File: src/rtl/README_unused.sv
// holds no logic; the whole block lives in status_pin_function_mux.sv

File: src/rtl/pin_mux_pkg.sv
// constants for the status pin function multiplexer
package pin_mux_pkg;

   // ----------------------------------------------------------------------
   // register offsets on the control port
   // ----------------------------------------------------------------------
   localparam logic [7:0] SYS_CONFIG_ADDR = 8'h00;
   localparam logic [7:0] PIN_FUNC_A_ADDR = 8'h10;
   localparam logic [7:0] PIN_FUNC_B_ADDR = 8'h11;
   localparam logic [7:0] PIN_FUNC_C_ADDR = 8'h12;
   localparam logic [7:0] PIN_FUNC_D_ADDR = 8'h13;
   localparam logic [7:0] PIN_OE_ADDR = 8'h14;
   localparam logic [7:0] PIN_IE_ADDR = 8'h15;
   localparam logic [7:0] COMBINE_LO_ADDR = 8'h17;
   localparam logic [7:0] COMBINE_HI_ADDR = 8'h18;

   // ----------------------------------------------------------------------
   // field positions
   // ----------------------------------------------------------------------
   localparam int PATH_EN_BIT = 1;
   localparam int AND_AUTOMUTE_BIT = 0;
   localparam int AND_MIN_LEVEL_BIT = 1;
   localparam int AND_RAMP_BIT = 2;
   localparam int OR_AUTOMUTE_BIT = 3;
   localparam int OR_MIN_LEVEL_BIT = 4;
   localparam int OR_RAMP_BIT = 5;
   localparam int SEL_LSB = 6;
   localparam int MODE_POLARITY_BIT = 15;
   localparam logic [15:0] COMBINE_WRITABLE = 16'h81ff;

   // ----------------------------------------------------------------------
   // reset values
   // ----------------------------------------------------------------------
   localparam logic [31:0] FUNC_RST = 32'h0000_000d;
   localparam logic [7:0] OE_RST = 8'h01;
   localparam logic [7:0] IE_RST = 8'h1c;
   localparam logic [15:0] COMBINE_RST = 16'h0007;
   localparam logic PATH_EN_RST = 1'b0;

   // ----------------------------------------------------------------------
   // pin function codes
   // ----------------------------------------------------------------------
   localparam logic [3:0] FN_SHUTDOWN = 4'h0;
   localparam logic [3:0] FN_DRIVE_LOW = 4'h1;
   localparam logic [3:0] FN_DRIVE_HIGH = 4'h2;
   localparam logic [3:0] FN_DAC_CLOCK = 4'h3;
   localparam logic [3:0] FN_MUTE_IN = 4'h5;
   localparam logic [3:0] FN_MODE_IN = 4'h6;
   localparam logic [3:0] FN_SAMPLE_STROBE = 4'h8;
   localparam logic [3:0] FN_FRAME_VALID = 4'h9;
   localparam logic [3:0] FN_BITSTREAM_VALID = 4'ha;
   localparam logic [3:0] FN_CLOCK_FAIL = 4'hb;
   localparam logic [3:0] FN_MIN_LEVEL = 4'hc;
   localparam logic [3:0] FN_AUTOMUTE = 4'hd;
   localparam logic [3:0] FN_RAMP_DONE = 4'he;

endpackage

File: src/rtl/status_pin_function_mux.sv
// eight-pin function multiplexer with flag combining and its registers
`timescale 1ns/1ps

// Function
// - code zero puts pin in analog shutdown
// - codes one, two drive constant low, high
// - code three outputs current dac clock
// - code five input requests mute of all
// - code six input controls system mode
// - code eight outputs per-sample clock strobe
// - codes nine, ten output frame, bitstream valid
// - code eleven outputs serial clock monitor fail
// - codes twelve to fourteen output combined flags
// - pin one automute, others shutdown at reset
// - output enable clear tristates; reset clear on pins two-eight
// - pin one output enable resets set
// - input enable bit gates pin receiver
// - input enables reset set on pins three-five
// - mode input high: power down or high_fidelity_operation
// - mode input low follows path enable bit
// - channel select picks channel value plus one
// - or combine wins over and, select
// - ramp flag: and of all, else selected
// - min, automute: and of all, else selected
// - path enable bit gates data path, resets zero
module status_pin_function_mux
   import pin_mux_pkg::*;
(
   // clock and reset
   input wire logic mclk_in,
   input wire logic rst_n_in,
   // control port
   input wire logic [7:0] reg_addr_in,
   input wire logic [7:0] reg_wdata_in,
   input wire logic reg_wr_in,
   input wire logic reg_rd_in,
   output logic [7:0] reg_rdata_out,
   // pads
   input wire logic [7:0] pin_level_in,
   output logic [7:0] pin_drive_out,
   output logic [7:0] pin_drive_oe_out,
   output logic [7:0] pin_shutdown_out,
   output logic [7:0] pin_rx_enable_out,
   // signal sources
   input wire logic current_dac_clock_in,
   input wire logic per_sample_clock_strobe_in,
   input wire logic frame_valid_in,
   input wire logic packed_bitstream_locked_in,
   input wire logic serial_clock_monitor_fail_in,
   input wire logic [7:0] min_level_flag_in,
   input wire logic [7:0] automute_flag_in,
   input wire logic [7:0] ramp_done_flag_in,
   // system controls
   output logic mute_all_out,
   output logic power_down_out,
   output logic high_fidelity_operation_out,
   output logic data_path_enable_out
);

   // ----------------------------------------------------------------------
   // state
   // ----------------------------------------------------------------------
   typedef struct packed {
      logic [31:0] func;
      logic [7:0] oe;
      logic [7:0] ie;
      logic [15:0] combine;
      logic [7:0] wr_shadow;
      logic [7:0] rd_shadow;
      logic path_en;
      logic [7:0] sync1;
      logic [7:0] sync2;
      logic [7:0] drive;
      logic [7:0] drive_oe;
      logic [7:0] shutdown;
      logic mute;
      logic power_down;
      logic high_fidelity_operation;
      logic [7:0] rdata;
   } state_t;

   localparam state_t STATE_RST = '{
      func: FUNC_RST, oe: OE_RST, ie: IE_RST, combine: COMBINE_RST,
      wr_shadow: 8'h00, rd_shadow: 8'h00, path_en: PATH_EN_RST,
      sync1: 8'h00, sync2: 8'h00, drive: 8'h00, drive_oe: OE_RST,
      shutdown: 8'hfe, mute: 1'b0, power_down: 1'b0, high_fidelity_operation: 1'b0,
      rdata: 8'h00};

   state_t cur;
   state_t nxt;

   // ----------------------------------------------------------------------
   // decoding helpers
   // ----------------------------------------------------------------------
   // codes that turn the pad into a driver; reserved codes are not among them
   function automatic logic is_output_code(input logic [3:0] code);
      unique case (code)
         FN_DRIVE_LOW, FN_DRIVE_HIGH, FN_DAC_CLOCK, FN_SAMPLE_STROBE,
         FN_FRAME_VALID, FN_BITSTREAM_VALID, FN_CLOCK_FAIL,
         FN_MIN_LEVEL, FN_AUTOMUTE, FN_RAMP_DONE: is_output_code = 1'b1;
         default: is_output_code = 1'b0;
      endcase
   endfunction

   // or of all wins, then and of all, then the selected channel
   function automatic logic pick_flag(input logic [7:0] flags, input logic any_b,
                                      input logic all_b, input logic [2:0] sel);
      if (any_b) begin
         pick_flag = |flags;
      end else if (all_b) begin
         pick_flag = &flags;
      end else begin
         pick_flag = flags[sel];
      end
   endfunction

   // ----------------------------------------------------------------------
   // next state
   // ----------------------------------------------------------------------
   // all outputs are registered, so pads follow sources one clock late;
   // the routed dac clock must therefore be well below half of mclk
   always_comb begin
      logic [2:0] sel;
      logic min_flag;
      logic mute_flag;
      logic ramp_flag;
      logic [3:0] code;
      logic value;
      logic [7:0] rx;
      logic mode_hit;
      logic mute_hit;
      sel = 3'd0;
      min_flag = 1'b0;
      mute_flag = 1'b0;
      ramp_flag = 1'b0;
      code = 4'h0;
      value = 1'b0;
      rx = 8'h00;
      mode_hit = 1'b0;
      mute_hit = 1'b0;
      nxt = cur;
      // first stage feeds only the second
      nxt.sync1 = pin_level_in;
      nxt.sync2 = cur.sync1;
      rx = cur.sync2 & cur.ie;
      sel = cur.combine[SEL_LSB +: 3];
      min_flag = pick_flag(min_level_flag_in, cur.combine[OR_MIN_LEVEL_BIT],
                           cur.combine[AND_MIN_LEVEL_BIT], sel);
      mute_flag = pick_flag(automute_flag_in, cur.combine[OR_AUTOMUTE_BIT],
                            cur.combine[AND_AUTOMUTE_BIT], sel);
      ramp_flag = pick_flag(ramp_done_flag_in, cur.combine[OR_RAMP_BIT],
                            cur.combine[AND_RAMP_BIT], sel);
      // per-pin function decode
      for (int i = 0; i < 8; i++) begin
         code = cur.func[i*4 +: 4];
         unique case (code)
            FN_DRIVE_HIGH: value = 1'b1;
            FN_DAC_CLOCK: value = current_dac_clock_in;
            FN_SAMPLE_STROBE: value = per_sample_clock_strobe_in;
            FN_FRAME_VALID: value = frame_valid_in;
            FN_BITSTREAM_VALID: value = packed_bitstream_locked_in;
            FN_CLOCK_FAIL: value = serial_clock_monitor_fail_in;
            FN_MIN_LEVEL: value = min_flag;
            FN_AUTOMUTE: value = mute_flag;
            FN_RAMP_DONE: value = ramp_flag;
            default: value = 1'b0;
         endcase
         nxt.drive_oe[i] = is_output_code(code) & cur.oe[i];
         nxt.drive[i] = value & nxt.drive_oe[i];
         nxt.shutdown[i] = (code == FN_SHUTDOWN);
         mute_hit = mute_hit | ((code == FN_MUTE_IN) & rx[i]);
         mode_hit = mode_hit | ((code == FN_MODE_IN) & rx[i]);
      end
      nxt.mute = mute_hit;
      // a high mode pin overrides; a low one hands control to the path bit
      if (mode_hit) begin
         nxt.power_down = ~cur.combine[MODE_POLARITY_BIT];
         nxt.high_fidelity_operation = cur.combine[MODE_POLARITY_BIT];
      end else begin
         nxt.power_down = 1'b0;
         nxt.high_fidelity_operation = cur.path_en;
      end
      // register writes; the wide register commits on its upper byte
      if (reg_wr_in) begin
         unique case (reg_addr_in)
            SYS_CONFIG_ADDR: nxt.path_en = reg_wdata_in[PATH_EN_BIT];
            PIN_FUNC_A_ADDR: nxt.func[7:0] = reg_wdata_in;
            PIN_FUNC_B_ADDR: nxt.func[15:8] = reg_wdata_in;
            PIN_FUNC_C_ADDR: nxt.func[23:16] = reg_wdata_in;
            PIN_FUNC_D_ADDR: nxt.func[31:24] = reg_wdata_in;
            PIN_OE_ADDR: nxt.oe = reg_wdata_in;
            PIN_IE_ADDR: nxt.ie = reg_wdata_in;
            COMBINE_LO_ADDR: nxt.wr_shadow = reg_wdata_in;
            COMBINE_HI_ADDR: nxt.combine = {reg_wdata_in, cur.wr_shadow} & COMBINE_WRITABLE;
            default: nxt.path_en = cur.path_en;
         endcase
      end
      // register reads; the upper byte is frozen when the lower is read
      nxt.rdata = 8'h00;
      if (reg_rd_in) begin
         unique case (reg_addr_in)
            SYS_CONFIG_ADDR: nxt.rdata[PATH_EN_BIT] = cur.path_en;
            PIN_FUNC_A_ADDR: nxt.rdata = cur.func[7:0];
            PIN_FUNC_B_ADDR: nxt.rdata = cur.func[15:8];
            PIN_FUNC_C_ADDR: nxt.rdata = cur.func[23:16];
            PIN_FUNC_D_ADDR: nxt.rdata = cur.func[31:24];
            PIN_OE_ADDR: nxt.rdata = cur.oe;
            PIN_IE_ADDR: nxt.rdata = cur.ie;
            COMBINE_LO_ADDR: begin
               nxt.rdata = cur.combine[7:0];
               nxt.rd_shadow = cur.combine[15:8];
            end
            COMBINE_HI_ADDR: nxt.rdata = cur.rd_shadow;
            default: nxt.rdata = 8'h00;
         endcase
      end
   end

   // ----------------------------------------------------------------------
   // state register
   // ----------------------------------------------------------------------
   always_ff @(posedge mclk_in) begin
      if (!rst_n_in) begin
         cur <= STATE_RST;
      end else begin
         cur <= nxt;
      end
   end

   // outputs taken straight from the state register
   assign reg_rdata_out = cur.rdata;
   assign pin_drive_out = cur.drive;
   assign pin_drive_oe_out = cur.drive_oe;
   assign pin_shutdown_out = cur.shutdown;
   assign pin_rx_enable_out = cur.ie;
   assign mute_all_out = cur.mute;
   assign power_down_out = cur.power_down;
   assign high_fidelity_operation_out = cur.high_fidelity_operation;
   assign data_path_enable_out = cur.path_en;
endmodule

File: config.mk
export PLATFORM = sky130hd
export DESIGN_NAME = status_pin_function_mux
export DESIGN_NICKNAME = d
export VERILOG_FILES = /design/src/rtl/README_unused.sv /design/src/rtl/pin_mux_pkg.sv /design/src/rtl/status_pin_function_mux.sv
export SDC_FILE = /design/constraint.sdc
export NUM_CORES = 1
export LEC_CHECK = 0
export BUFFER_PORTS_ARGS = -buffer_cell sky130_fd_sc_hd__buf_2
export CAP_MARGIN = 5
export CORE_ASPECT_RATIO = 0.5
export CORE_UTILIZATION = 52
export DETAILED_ROUTE_END_ITERATION = 16
export PLACE_DENSITY = 0.82
export SLEW_MARGIN = 20
export SYNTH_ARGS = -nofsm -noshare
export SYNTH_HDL_FRONTEND = slang
export SYNTH_SLANG_ARGS = --single-unit
File: constraint.sdc
create_clock -name mclk_in -period 1.65 [get_ports mclk_in]
set_clock_uncertainty 0.2 [all_clocks]
set_input_delay 0.0825 -clock mclk_in [delete_from_list [all_inputs] [get_ports mclk_in]]
set_output_delay 0.0825 -clock mclk_in [all_outputs]
set_load 0.01 [all_outputs]
Yosys cells after proc, flatten, opt, wreduce, memory -nomap -nowiden

Memories as Yosys holds them, arrays and structs flattened. A register that Yosys moved wholly into a read port is not among the register bits.
Cells that the tools add are included.

Equality and inequality tests: 96
Bitwise logic cells: 48
$lt $le $gt $ge: 1
Muxes and demuxes: 40
Reduce and logical (&&, ||, !) cells: 27

Operators by type and width:

| kind               | number |
|---|---|
| $eq 4x4->1 const B | 56 |
| $pmux 1 s9         | 8 |
| $eq 4x2->1 const B | 16 |
| $eq 4x3->1 const B | 16 |
| $eq 8x5->1 const B | 8 |
| $mux 4             | 16 |
| $pmux 6 s8         | 1 |
| $and 1x1->1        | 32 |
| $logic_not 4->1    | 8 |
| $reduce_and 2->1   | 12 |
| $reduce_and 8->1   | 3 |
| $reduce_or 8->1    | 3 |
| $pmux 1 s8         | 2 |
| $or 1x1->1         | 14 |
| $mux 1             | 10 |
| $bmux 1 s3         | 3 |
| $and 8x8->8        | 1 |
| $logic_not 8->1    | 1 |
| $lt 3x4->1 const B | 1 |
| $not 1->1          | 1 |

Output and inout port bits: 44
Register bits after elaboration: 120
Memories: 8
Word-level logic and storage cells: 239
Bits in read-only memories: 128
Input port bits: 57

Memories:

| name            | words | width | read ports | clocked after Yosys merged registers in | write ports | RTL line                      | source |
|---|---|---|---|---|---|---|---|
| (no name shown) | 16    | 1     | 1          | 1                                       | 0           | status_pin_function_mux.sv:97 | `unique case (code)` |
| (no name shown) | 16    | 1     | 1          | 1                                       | 0           | status_pin_function_mux.sv:97 |  |
| (no name shown) | 16    | 1     | 1          | 1                                       | 0           | status_pin_function_mux.sv:97 |  |
| (no name shown) | 16    | 1     | 1          | 1                                       | 0           | status_pin_function_mux.sv:97 |  |
| (no name shown) | 16    | 1     | 1          | 1                                       | 0           | status_pin_function_mux.sv:97 |  |
| (no name shown) | 16    | 1     | 1          | 1                                       | 0           | status_pin_function_mux.sv:97 |  |
| 2 more memories | n/a   | n/a   | n/a        | n/a                                     | n/a         | n/a                           |  |

Depth between registers and ports, before layout

Depth after elaboration: 10
Gate-level depth with buffers: 8
Gate-level depth less buffers: 6

Worst setup path after synthesis

Ideal clock, no wire load.

Path kind: register -> register
Start point: reg cur[129] (netlist name)
End point: reg cur (netlist bit pin_drive_out[7])
Data required time: 1319 ps
Buffers on the path: 1
Setup time: 131 ps
Setup slack: -135 ps
Stages on the path, launching flop included: 8
Clock period less this slack: 1785 ps
Data arrival time: 1454 ps
Cells stage by stage: dfxtp_1 -> clkbuf_1 -> mux2_2 -> a22o_1 -> a22oi_1 -> nor3b_1 -> a21oi_1 -> o41ai_1

Longest elaborated chain between the ends: 3
Elaborated cells between the ends (all ways): 11
Classes of those cells: 9 x eq/ne; 1 x mux; 1 x bitwise

Ends and longest elaborated chain:

| what                                            | RTL line                       | source |
|---|---|---|
| start, declared                                 | status_pin_function_mux.sv:89  | `state_t cur;` |
| start signal, assigned                          | status_pin_function_mux.sv:226 | `cur <= nxt;` |
| $eq 4x4->1 / $eq 4x2->1 (equally long branches) | status_pin_function_mux.sv:156 | `unique case (code)` |
| $pmux 1 s9 *                                    | status_pin_function_mux.sv:156 |  |
| $and 1x1->1 *                                   | status_pin_function_mux.sv:169 | `nxt.drive[i] = value & nxt.drive_oe[i];` |

Every way passes the cells marked *; elsewhere a longest branch is shown, timed or not.
A chain may end at the register's enable or synchronous reset.

Worst setup path after layout

Start point: reg cur[37] (netlist name)
End point: reg cur (netlist bit high_fidelity_operation_out)

Longest elaborated chain between the ends: 9

Ends and longest elaborated chain:

| what                     | RTL line                       | source |
|---|---|---|
| $and 8x8->8              | status_pin_function_mux.sv:145 | `rx = cur.sync2 & cur.ie;` |
| $and 1x1->1              | status_pin_function_mux.sv:172 | `mode_hit = mode_hit \| ((code == FN_MODE_IN) & rx[i]);` |
| $or 1x1->1 (6 in series) | status_pin_function_mux.sv:172 |  |
| $mux 1                   | status_pin_function_mux.sv:176 | `if (mode_hit) begin` |

Every way passes these cells.

==> flow_metrics.tcl <==
set metrics [dict create \
    status "complete, but fails checks" \
    violations "setup timing" \
    antenna_found_initial 0 \
    dr_wl_met3_um 2920 \
    stdcell_area_um2 8790 \
    hold_viol_final 0 \
    postSynthAreaPerCell_um2 8.21 \
    dp_hpwl_um 16500 \
    fin_crit_ps 1870 \
    met2WireLength_um 10100 \
    grt_pass1_wl_um 34400 \
    ys_top_cells_by_area "dfxtp_1, nand2_1, mux2i_1" \
    fp.dieW_um 162 \
    hp-start "reg_addr_in[1]" \
    r2r-start "cur[37]" \
    worst-path-max-fanout 2 \
    drv_cap 0 \
    ys_ff_latch 128 \
    stdcell_count 1149 \
    ys.warnings.count 0 \
    power.density_nw_per_um2 864 \
    port_buffers 100 \
    power.leakage_nw 3.59 \
    synth_top_area_cell "dfxtp_1" \
    cts_buffer_depth 2 \
    cts_tree "built" \
    tns_ps -1470 \
    crit_start "cur[37]" \
    synth_area_um2 6660 \
    synth-edff-count 0 \
    layout-drive-gt1-share 0.342 \
    crit_type "reg2reg" \
    fp.coreArea_um2 12100 \
    grtUsageTotal 0.349 \
    fin_nets 1029 \
    ir_drop_mv 0.869 \
    slew_violations 0 \
    area_delta_synth_final_pct 32.1 \
    die_y_um 82.0 \
    yosysSeqAreaShare 0.385 \
    n_antenna_cell 0 \
    root_buffer "clkbuf_16" \
    vias_per_cell 6.06 \
    drc_errors 0 \
    hp-class "in2reg" \
    grt_pass1_vias 6367 \
    placed_area_um2 7770 \
    dp_cells 1094 \
    wl_met1_um 9420 \
    synthCells 811 \
    maxClockFrequency_ghz 0.535 \
    cts_made_buffers 17 \
    drtPass1Iterations 7 \
    fin_ws_ps -221 \
    rsz0062_at_grt "true" \
    insertion_delay_ps 420 \
    grt_max_degree 31 \
    tightestPinTransition_ps 407 \
    ant_nets 0 \
    grt-ovfl-total 0 \
    row_count 28 \
    start_util 0.549 \
    synth_ff_type "dfxtp_1" \
    cp_data_arrival_time_ps 1970 \
    final_cell_mix "nand2_1, buf_4, dfxtp_1" \
    final_common_cell "nand2_1" \
    setup_viol 9 \
    pin_count 101 \
    drt_iter0_drc 846 \
    num_vias 6961 \
    h-tree-depth 4 \
    endpoint_kind "flip-flop" \
    fin_crit_sh 1.13 \
    highest_layer "met4" \
    routed_wl_um 23100 \
    ys_types 59 \
    drt-wirelength-per-cell_um 20.1 \
    critical_path_required_ps 1750 \
    clk_pin_slew_worst_paths_ps 60 \
    slew-limit-headroom 0.727 \
    yosysTopAreaCellShare 0.385 \
    async_flop_share 0 \
    dieArea_um2 13300 \
    cts.sinks 128 \
    critPathLaunchType "flip-flop" \
    syn_nets 868 \
    gp_congestion 0.993 \
]
[sequential cells by signal, indices dropped and copies added, names as in the netlist, named ones only]
register,flops
cur,76
pin_drive_oe_out,8
pin_drive_out,8
pin_rx_enable_out,8
pin_shutdown_out,8
reg_rdata_out,8
data_path_enable_out,1
high_fidelity_operation_out,1
mute_all_out,1
power_down_out,1
[power by group]
part	switching [mW]	internal (mW)	leakage, nW
Combinational	0.297	0.206	2.26
Clock	1.41	2.56	0.289
Sequential	0.00992	3.11	1.04
Total	1.72	5.87	3.59
[layer usage]
metal	GRT usage	vias to the layer above
met1	0.451	3278
li1	-	3149
met3	0.113	71
met4	0.124	0
met5	0	-
met2	0.552	463
[per-stage QoR]
stage	worst slack [ps]	hold slack, ps	power, mW	utilization
after floorplan	-40.6	9.79	3.40	-
after global placement	-355	86.9	3.62	0.641
after detailed placement	-359	92.3	3.63	0.641
after CTS	-199	4.72	7.54	0.714
after global routing	-246	33.9	7.75	0.725
final	-221	34.0	7.60	0.725
[path summary, 6_finish.rpt]
path | endpoint | slack, ps | cells past startpoint
hold reg to reg | cur[36] | 230 | 1
setup reg to reg | high_fidelity_operation_out | -220 | 7
hold / removal | reg_rdata_out[1] | 30 | 4
setup / recovery | high_fidelity_operation_out | -220 | 7
[cell usage after synthesis, types with 8 or more instances]
library cell / n
nand2_1: 129
o41ai_1: 8
nor3b_1: 8
dfxtp_1: 128
o21ai_0: 8
buf_2: 12
o22ai_1: 15
a21oi_1: 72
nand3_1: 66
clkbuf_1: 40
inv_1: 15
nor3_1: 14
nand2b_1: 8
a22oi_1: 14
buf_4: 50
nor2_1: 48
nor4_1: 9
mux2i_1: 39
and2_1: 19
[critical path, cell delays in order, from the launching register on]
cell and delay (ps):
dfxtp_2 330, nand4b_1 150, nor3b_2 90, nor3_2 190, buf_4 130, nor4b_4 310
mux2i_1 280, nor2_1 70
[cell families after synthesis]
logic type,count (synthesis),share of synthesized area
multiplexers,52,0.0925
buffers and inverters,128,0.113
AO/OA/AOI/OAI,165,0.160
flip-flops,128,0.385
AND/OR/NAND/NOR,338,0.249
[layout make-up]
class,instances,area (um2)
Fill cell,951,3330
Sequential cell,128,2580
Clock inverter,10,161
Timing Repair Buffer,254,1810
Clock buffer,21,450
Multi-Input combinational cell,555,3530
Tap cell,165,206
Inverter,16,60.1
[repair_timing]
| item | CTS | global route |
|---|---|---|
| endpoints found under the setup margin | 11 | 17 |
| gates resized for setup | 19 | 35 |
| hold endpoints to repair | 82 | 0 |
| pin swaps | 9 | 13 |
| hold buffers | 19 | 0 |
| buffers inserted | 3 | 2 |
Note: power is estimated with default switching activity, not from simulation.
